<file path="src/common/reset_init_map.vh">
`ifndef RESET_INIT_MAP_VH
`define RESET_INIT_MAP_VH
`define CLK_PERIOD_NS      40
`define HARD_MIN_PERIODS   512
`define SOFT_LAG_PERIODS   16
`define CFG_OFF_MAX_NS     4
`define CFG_ON_MIN_PERIODS 1
`define PLL_LOCK_US        100
`define PLL_LOCK_CYCLES    ((`PLL_LOCK_US * 1000) / `CLK_PERIOD_NS)
`define DLL_LOCK_MIN       7680
`define DLL_LOCK_MAX       122880
`define STRAP_SETUP_PERIODS 4
`define RST_SRC_W          3
`define CNT_W              17
`endif

</file>
<file path="src/design/reset_init_sequencer.v">
`timescale 1ns/1ps
`include "reset_init_map.vh"
module reset_init_sequencer #(
  parameter PLL_CYCLES = `PLL_LOCK_CYCLES,  // pll wait in clk_sys cycles
  parameter DLL_CYCLES = `DLL_LOCK_MAX      // dll wait, worst case ratio
) (
  input  wire                  clk_sys,          // system clock, 25 MHz
  input  wire                  reset,            // sync reset, active high
  input  wire                  clk_en,           // freezes all state when low
  input  wire                  host_mode,        // 1 host, 0 agent
  input  wire                  power_on_reset_n, // power-on reset input
  input  wire                  hard_reset_n_in,  // hard reset pin level
  input  wire                  soft_reset_n_in,  // soft reset pin level
  input  wire                  reset_request,    // internal request to drive reset
  input  wire [`RST_SRC_W-1:0] reset_source_select_in, // strap pins in
  input  wire                  input_clock_divide_cfg_in, // strap pin in
  output reg                   hard_reset_n_out, // always 0 (open drain)
  output reg                   hard_reset_n_oe_n,// low while pulling low
  output reg                   soft_reset_n_out, // always 0 (open drain)
  output reg                   soft_reset_n_oe_n,// low while pulling low
  output reg                   cfg_oe_n,         // low while device drives cfg pins
  output reg                   clock_sel_pci,    // 1 primary clock from pci
  output reg                   sync_div_sel,     // sync period selection
  output reg [`RST_SRC_W-1:0]  reset_source_select, // latched straps
  output reg                   input_clock_divide_cfg, // latched strap
  output reg                   pll_locked,       // pll wait elapsed
  output reg                   dll_locked,       // dll wait elapsed
  output reg                   ready             // sequence done
);
  // sequence overview: power-on holds POR; release walks through the pll
  // and dll waits into RUN. a driven reset (internal request or a board
  // pull seen on either line) goes HARD, then LAG, then repeats the pll
  // and dll waits. the latched straps survive every pass except a new
  // power-on, which recaptures them, or the reset input, which clears them; they are only captured on power-on's rising edge.
  localparam ST_POR   = 3'h0;
  localparam ST_PLL   = 3'h1;
  localparam ST_DLL   = 3'h2;
  localparam ST_RUN   = 3'h3;
  localparam ST_HARD  = 3'h4;
  localparam ST_LAG   = 3'h5;

  reg  [2:0]            state;
  reg  [`CNT_W-1:0]     cnt;
  reg  [2:0]            next_state;
  reg  [`CNT_W-1:0]     next_cnt;
  reg                   por_q;
  reg                   hard_q;
  wire [`RST_SRC_W-1:0] src_held;
  wire                  div_held;
  wire                  por_release = power_on_reset_n & ~por_q;
  // an external pulse shorter than its minimum is still honoured; the
  // board guarantees the minimum, so no filter is applied here
  wire                  ext_reset = ~hard_reset_n_in | ~soft_reset_n_in;

  reset_strap_latch u_strap (
    .clk_sys  (clk_sys),
    .reset    (reset),
    .clk_en   (clk_en),
    .capture  (por_release),
    .src_in   (reset_source_select_in),
    .div_in   (input_clock_divide_cfg_in),
    .src_held (src_held),
    .div_held (div_held)
  );

  // edge history of power-on and hard reset levels
  always @(posedge clk_sys) begin
    if (reset) begin
      // idle levels, so leaving reset with power-on high is no false edge
      por_q  <= 1'b1;
      hard_q <= 1'b1;
    end else if (clk_en) begin
      por_q  <= power_on_reset_n;
      hard_q <= hard_reset_n_in;
    end
  end

  // next state and count; power-on low overrides every state
  always @* begin
    next_state = state;
    next_cnt   = cnt;
    if (!power_on_reset_n) begin
      next_state = ST_POR;
      next_cnt   = 17'h00000;
    end else begin
      case (state)
        ST_POR: begin
          next_state = ST_PLL;
          next_cnt   = 17'h00000;
        end
        ST_PLL: begin
          if (cnt >= PLL_CYCLES - 1) begin
            next_state = ST_DLL;
            next_cnt   = 17'h00000;
          end else begin
            next_cnt = cnt + 17'h00001;
          end
        end
        ST_DLL: begin
          // worst case wait covers every ratio down to the minimum
          if (cnt >= DLL_CYCLES - 1) begin
            next_state = ST_RUN;
            next_cnt   = 17'h00000;
          end else begin
            next_cnt = cnt + 17'h00001;
          end
        end
        ST_RUN: begin
          // a line held low by the board counts as a request of our own
          if (reset_request || ext_reset) begin
            next_state = ST_HARD;
            next_cnt   = 17'h00000;
          end
        end
        ST_HARD: begin
          // the line reads low while we pull it, so only the count ends this
          if (cnt >= `HARD_MIN_PERIODS - 1) begin
            next_state = ST_LAG;
            next_cnt   = 17'h00000;
          end else begin
            next_cnt = cnt + 17'h00001;
          end
        end
        ST_LAG: begin
          // lag counts only once the hard line is really high, so a board
          // that keeps holding it stretches the soft pulse as well
          if (!hard_reset_n_in) begin
            next_cnt = 17'h00000;
          end else if (cnt >= `SOFT_LAG_PERIODS - 1) begin
            next_state = ST_PLL;
            next_cnt   = 17'h00000;
          end else begin
            next_cnt = cnt + 17'h00001;
          end
        end
        default: begin
          next_state = ST_POR;
          next_cnt   = 17'h00000;
        end
      endcase
    end
  end

  // state register; clock enable low holds the sequence where it is
  always @(posedge clk_sys) begin
    if (reset) begin
      state <= ST_POR;
      cnt   <= 17'h00000;
    end else if (clk_en) begin
      state <= next_state;
      cnt   <= next_cnt;
    end
  end

  // pin drivers; open drain, so the data bit never leaves zero
  always @(posedge clk_sys) begin
    if (reset) begin
      hard_reset_n_out  <= 1'b0;
      hard_reset_n_oe_n <= 1'b1;
      soft_reset_n_out  <= 1'b0;
      soft_reset_n_oe_n <= 1'b1;
      cfg_oe_n          <= 1'b1;
    end else if (clk_en) begin
      hard_reset_n_out  <= 1'b0;
      soft_reset_n_out  <= 1'b0;
      hard_reset_n_oe_n <= ~(state == ST_HARD);
      soft_reset_n_oe_n <= ~(state == ST_HARD || state == ST_LAG);
      // one register stage off the pin; 40 ns clock cannot meet 4 ns, so
      // the pad must gate its driver directly from the hard reset level.
      // never driven during power-on: the board owns the straps then
      cfg_oe_n <= ~(power_on_reset_n && state != ST_POR && hard_reset_n_in
                    && hard_q && state != ST_HARD);
    end
  end

  // clock selection and registered copies of the latched straps
  always @(posedge clk_sys) begin
    if (reset) begin
      clock_sel_pci          <= 1'b0;
      sync_div_sel           <= 1'b0;
      reset_source_select    <= 3'h0;
      input_clock_divide_cfg <= 1'b0;
    end else if (clk_en) begin
      clock_sel_pci          <= ~host_mode;
      sync_div_sel           <= host_mode & div_held;
      reset_source_select    <= src_held;
      input_clock_divide_cfg <= div_held;
    end
  end

  // lock and ready status, one cycle behind the state
  always @(posedge clk_sys) begin
    if (reset) begin
      pll_locked <= 1'b0;
      dll_locked <= 1'b0;
      ready      <= 1'b0;
    end else if (clk_en) begin
      pll_locked <= (state == ST_DLL) || (state == ST_RUN);
      dll_locked <= (state == ST_RUN);
      // a board pull drops ready on the same edge that HARD is entered, one cycle ahead of a request
      ready      <= (state == ST_RUN) && !ext_reset;
    end
  end
endmodule // reset_init_sequencer

</file>
<file path="src/design/reset_strap_latch.v">
`timescale 1ns/1ps
`include "reset_init_map.vh"
module reset_strap_latch (
  input  wire                  clk_sys,     // system clock
  input  wire                  reset,       // sync reset, active high
  input  wire                  clk_en,      // clock enable
  input  wire                  capture,     // power-on release pulse
  input  wire [`RST_SRC_W-1:0] src_in,      // reset source strap pins
  input  wire                  div_in,      // clock divide strap pin
  output reg  [`RST_SRC_W-1:0] src_held,    // latched source select
  output reg                   div_held     // latched divide strap
);
  // captured once per power-on, kept through hard/soft resets
  always @(posedge clk_sys) begin
    if (reset) begin
      src_held <= 3'h0;
      div_held <= 1'b0;
    end else if (clk_en && capture) begin
      src_held <= src_in;
      div_held <= div_in;
    end
  end
endmodule // reset_strap_latch

</file>
<file path="config.mk">
export PLATFORM = sky130hd
export DESIGN_NAME = reset_init_sequencer
export DESIGN_NICKNAME = d
export VERILOG_FILES = /design/src/design/reset_init_sequencer.v /design/src/design/reset_strap_latch.v
export VERILOG_INCLUDE_DIRS = /design/src /design/src/common
export SDC_FILE = /design/constraint.sdc
export NUM_CORES = 1
export LEC_CHECK = 0
export ABC_AREA = 1
export BUFFER_PORTS_ARGS = -buffer_cell sky130_fd_sc_hd__buf_4
export CORE_ASPECT_RATIO = 0.6
export CORE_MARGIN = 3
export CORE_UTILIZATION = 60
export CTS_BUF_LIST = sky130_fd_sc_hd__clkbuf_2
export DETAILED_ROUTE_END_ITERATION = 8
export MAX_ROUTING_LAYER = met4
export PLACE_DENSITY = 0.82
export SKIP_CTS_REPAIR_TIMING = 1
export SLEW_MARGIN = 10
export SYNTH_ARGS = -nofsm -noshare
export SYNTH_HDL_FRONTEND = slang
export SYNTH_SLANG_ARGS = --single-unit
</file>
<file path="constraint.sdc">
create_clock -name clk_sys -period 5.01 [get_ports clk_sys]
set_input_delay 1.002 -clock clk_sys [delete_from_list [all_inputs] [get_ports clk_sys]]
set_output_delay 1.002 -clock clk_sys [all_outputs]
set_load 0.05 [all_outputs]
</file>
==> results.cfg, run 1 <==
[status]
status = completed

[setup_path]
cp-end-kind = flop
crit_required_ns = 5.37
arrival_ns = 2.62
timing_worst_setup_path_type = in2reg
crit_path_start_kind = input port
reg2reg_setup_slack_ns = 2.76
worstPathMaxFanout = 24
r2r-end = cnt[1]$_SDFFE_PP0P_
reg2reg_from = state[1]$_SDFFE_PP0P_
worstRegToRegCells = 7

[final_layout]
fin_util_pct = 72.6
insertedDiodeCount = 0
final_nets = 375
syn_to_final_growth_pct = 11.5
final_area_mm2 = 0.00247
drive_above_1_share_pct = 13.5

[die]
rows = 16
start_util_pct = 65.1
fp.dieW_um = 84.5
die-area_mm2 = 0.00448
io_pins = 26
placeableCoreArea_mm2 = 0.00340
fp.dieH_um = 53.1

[drt]
drt_iter0_drc = 283
drt_pass1_iterations = 6
vias = 2327
wl_mm = 5.78
vias_per_cell = 5.70
drc = 0
antenna_left = 0
wl_per_cell_um = 14.2

[sta]
period_needed_ns = 2.26
slew_viol_final = 0
tns_ns = 0
hold_violations = 0
setup_violations = 0
worst_slew_pin_slew_ns = 0.828
relSlewSlack_pct = 44.7
fmax_mhz = 443
min_period_over_period_pct = 45.0
holdWs_ns = 0.483
fin_skew_ns = 0.0347
rsz0062_at_grt = no

[pwr]
p_leak_nw = 1.05
p_total_mw = 0.625
vdd.ir_drop.worst_mv = 0.164
power_density_mw_per_mm2 = 253

[global_route]
grt_util_met3_pct = 6.53
grt_pass1_vias = 1891
grt_max_degree = 25
grtUsageMet1_pct = 42.2
grt_remaining_overflow = 0
grt_pass1_wl_mm = 9.35
grt_usage_pct = 27.8
grt.busiest_layer = met1
antenna_found_initial = 0
grt_use_met2_pct = 36.4

[hold_path]
min-delay-start = ready$_SDFFE_PP0P_
min_to = ready$_SDFFE_PP0P_
hold_depth = 2
worst_hold_path_type = reg2reg

[logic_synthesis]
synth_cell_types = 35
syn_inst = 345
synth_ff_type = dfxtp_1
synth_warnings = 0
synth_area_per_cell_um2 = 6.42
syn_area_mm2 = 0.00222
synth_seq_cells = 38
yosysSeqAreaShare_pct = 34.3
async_flop_share_pct = 0
synth_edf_count = 0

[run]
maxCapViolCount = 0

[placement]
place_congestion = 0.974
dp.final_hpwl_mm = 4.27
io_buffers = 23
placed_area_mm2 = 0.00238

[clock_tree]
root_buffer = clkbuf_2
cts_tree = yes
path_clk_slew_ns = 0.21
numCtsBuffers = 5
ctsLongestPathBuffers = 2
cts.sinks = 38
clkLatencyLatePin_ns = 0.43
h-tree-depth = 2
## worst max path at each step
| stage | cells after the start | slack, ns | from | endpoint |
|---|---|---|---|---|
| 4_1_cts | 8 | 2.77 | hard_reset_n_in | cnt[16]$_SDFFE_PP0P_ |
| 3_5_place_dp | 8 | 2.33 | hard_reset_n_in | cnt[16]$_SDFFE_PP0P_ |
| 6_report | 8 | 2.75 | hard_reset_n_in | cnt[16]$_SDFFE_PP0P_ |
| 2_1_floorplan | 5 | 2.97 | clk_en | cnt[13]$_SDFFE_PP0P_ |
| 3_3_place_gp | 8 | 2.38 | hard_reset_n_in | cnt[8]$_SDFFE_PP0P_ |
| 5_1_grt | 12 | 2.56 | cnt[0]$_SDFFE_PP0P_ | cnt[13]$_SDFFE_PP0P_ |
## layout make-up
type	instances	area (um^2)
clock inverter	3	68.8
fill	289	933
multi-input combinational	258	1250
inverter	36	135
clock buffer	5	25.0
sequential	38	761
tap	45	56.3
timing repair buffer	23	173
## through the flow
stage / worst slack (ns) / cells
finish: 2.75 / 408
global route: 2.56 / 408
CTS: 2.77 / 408
detailed placement: 2.33 / 400
global placement: 2.38 / 400
floorplan: 2.97 / 346
## power by group
group	switching, mW	leakage, nW	internal, mW
registers	0.00383	0.308	0.308
clock network	0.117	0.0532	0.135
logic	0.0431	0.686	0.0174
## critical path, stage by stage
cell and delay, ns:
buf_4 0.13, nand2_1 0.05, nor2_1 0.03, nand3_1 0.09
nand2_1 0.49, nor2_2 0.54, nand3_1 0.13, a21oi_1 0.15
## kinds of logic after synthesis
group                      count (synthesis)  share of synthesized area, %
other                                      1                         0.169
DFF                                       38                          34.3
and+or+nand+nor                          200                          41.4
adders and majority gates                  1                         0.565
AOI/OAI and AO/OA                         51                          12.6
xor gates and xnor gates                   4                          1.58
buffers and inverters                     50                          9.37
## cells in the final DEF, fill, tap and decap left out, drive strengths merged, types with 4 or more instances in the layout
master | netlist | routed
o21ai | 17 | 17
nor2 | 58 | 58
nand3 | 38 | 38
a21oi | 25 | 25
nand4 | 9 | 9
buf | 8 | 23
clkbuf | 6 | 5
xor2 | 4 | 4
dfxtp | 38 | 38
nand2 | 83 | 83
inv | 36 | 36
nor3 | 9 | 9
## sequential cells by signal, indices dropped and copies added, names as in the netlist
| signal | flops |
|---|---|
| cfg_oe_n | 1 |
| clock_sel_pci | 1 |
| cnt | 17 |
| dll_locked | 1 |
| hard_q | 1 |
| hard_reset_n_oe_n | 1 |
| input_clock_divide_cfg | 1 |
| pll_locked | 1 |
| por_q | 1 |
| ready | 1 |
| reset_source_select | 3 |
| soft_reset_n_oe_n | 1 |
| state | 3 |
| sync_div_sel | 1 |
| u_strap.div_held | 1 |
| u_strap.src_held | 3 |
## layer usage
metal,wire (um),vias to the layer above
met3,727,9
met1,2820,1031
met5,0,-
met2,2190,131
li1,-,1156
met4,44,0
## synth_stat cells, types with 4 or more instances
| cell type | instances | area (um^2) |
|---|---|---|
| nand2_1 | 78 | 293 |
| nor2_1 | 52 | 195 |
| dfxtp_1 | 38 | 761 |
| nand3_1 | 35 | 175 |
| inv_1 | 34 | 128 |
| a21oi_1 | 24 | 120 |
| o21ai_0 | 16 | 80.1 |
| nand4_1 | 9 | 56.3 |
| nor3_1 | 9 | 45.0 |
| clkbuf_1 | 6 | 22.5 |
| buf_2 | 4 | 20.0 |
| xor2_1 | 4 | 35.0 |
(Power assumes the default switching activity.)
==> run 2: changes to the inputs <==
Settings changed: CORE_UTILIZATION 60 to 54, PLACE_DENSITY 0.82 to 0.78.
Clock period 5.01 ns to 1.99 ns, I/O delays scaled along.
==> results.cfg, run 2 (same netlist as run 1, synthesis figures left out) <==
[status]
status = completed

[drt]
drc = 0
drt_iter0_drc = 311
wl_per_cell_um = 15.2
antenna_left = 0
vias = 2398
drt_pass1_iterations = 6
wl_mm = 6.45
vias_per_cell = 5.67

[sta]
tns_ns = 0
hold_violations = 0
setup_violations = 0
min_period_over_period_pct = 94.9
slew_viol_final = 0
fmax_mhz = 530
relSlewSlack_pct = 52.3
fin_skew_ns = 0.0296
period_needed_ns = 1.89
worst_slew_pin_slew_ns = 0.710

[placement]
io_buffers = 23
dp.cells = 414
place_congestion = 1.04
dp.final_hpwl_mm = 4.63

[pwr]
vdd.ir_drop.worst_mv = 0.418
p_leak_nw = 1.12
p_sw_share_pct = 26.4
pwr-share-clk_pct = 39.8
p_total_mw = 1.59
power_density_mw_per_mm2 = 607
internal_power_mw = 1.17
pwr-share-seq_pct = 49.1
combPwrFrac_pct = 11.1
p_sw_mw = 0.420

[clock_tree]
numCtsBuffers = 5
cts_tree = yes
cts.sinks = 38
h-tree-depth = 2
path_clk_slew_ns = 0.24
root_buffer = clkbuf_2
ctsLongestPathBuffers = 2
clkLatencyLatePin_ns = 0.41

[die]
io_pins = 26
die-area_mm2 = 0.00493
start_util_pct = 58.2
rows = 17
fp.dieH_um = 55.6
placeableCoreArea_mm2 = 0.00381
fp.dieW_um = 88.7

[final_layout]
largest_register = cnt
insertedDiodeCount = 0
drive_above_1_share_pct = 19.1
final_common_cell = nand2_1
final_nets = 388
most-common-layout-cells = nand2_1, nor2_1, buf_4
syn_to_final_growth_pct = 18.5
layout.cells.non_filler = 423
largest_register_ffs = 17

[setup_path]
crit_required_ns = 2.33
timing_worst_setup_path_type = reg2reg
worstPathMaxFanout = 14
arrival_ns = 2.23
crit_path_start_kind = flop
cp-end-kind = flop

[global_route]
grt_remaining_overflow = 0
grt_max_degree = 22
grt_pass1_vias = 2028
grt_usage_pct = 27.4
grt_pass1_wl_mm = 10.3
antenna_found_initial = 0

[hold_path]
worst_hold_path_type = in2reg

[run]
maxCapViolCount = 0
[run 2: cell count changes in the layout (fill, tap and decap cells not counted), sizes merged]
cell	change
buf	+13
[run 2: final timing paths]
check                       from                         end  slack [ns]  cells after the start
max          cnt[1]$_SDFFE_PP0P_        cnt[13]$_SDFFE_PP0P_        0.10                     12
min                    host_mode  clock_sel_pci$_SDFFE_PP0P_        0.16                      2
max reg2reg  cnt[1]$_SDFFE_PP0P_        cnt[13]$_SDFFE_PP0P_        0.10                     12
min reg2reg  hard_q$_SDFFE_PP1P_         hard_q$_SDFFE_PP1P_        0.48                      2
[run 2: area by class of cell]
type / count / area, um^2
clock buffer: 5 / 25.0
clock inverter: 3 / 68.8
fill: 342 / 1180
inverter: 36 / 135
multi-input combinational: 258 / 1300
sequential: 38 / 771
tap: 47 / 58.8
timing repair buffer: 36 / 270
[run 2: critical path, stage by stage (launching register included)]
cell	delay, ns
dfxtp_4	0.43
ha_4	0.15
nand2_2	0.08
nor2_4	0.15
nand3_2	0.12
nand2_1	0.07
inv_1	0.04
nand2_2	0.08
nand3_2	0.08
nor2_4	0.21
nand2_8	0.13
a21oi_4	0.19
nor2_1	0.07
[run 2: power groups by stage]
stage | sequential (mW) | clock (mW) | combinational (mW)
floorplan | 0.818 | 0 | 0.0932
global placement | 0.799 | 0 | 0.161
detailed placement | 0.799 | 0 | 0.162
CTS | 0.785 | 0.640 | 0.162
global route | 0.786 | 0.676 | 0.189
finish | 0.783 | 0.634 | 0.177
[run 2: metrics by stage]
step | setup slack [ns] | hold WS, ns | area, um^2 | util, %
floorplan | 0.179 | 0.430 | 2220 | -
global placement | 0.134 | 0.439 | 2470 | 64.8
detailed placement | 0.0342 | 0.444 | 2470 | 64.8
CTS | -0.00184 | 0.145 | 2560 | 67.3
global route | -0.0240 | 0.114 | 2630 | 69.0
finish | 0.102 | 0.159 | 2630 | 69.0
[run 2: routing by layer]
layer	up-vias	global-route usage (%)	routed length (um)
met5	-	-	0
met4	0	5.17	69
met3	10	7.54	818
met2	142	32.0	2400
met1	1070	45.1	3160
li1	1176	-	-
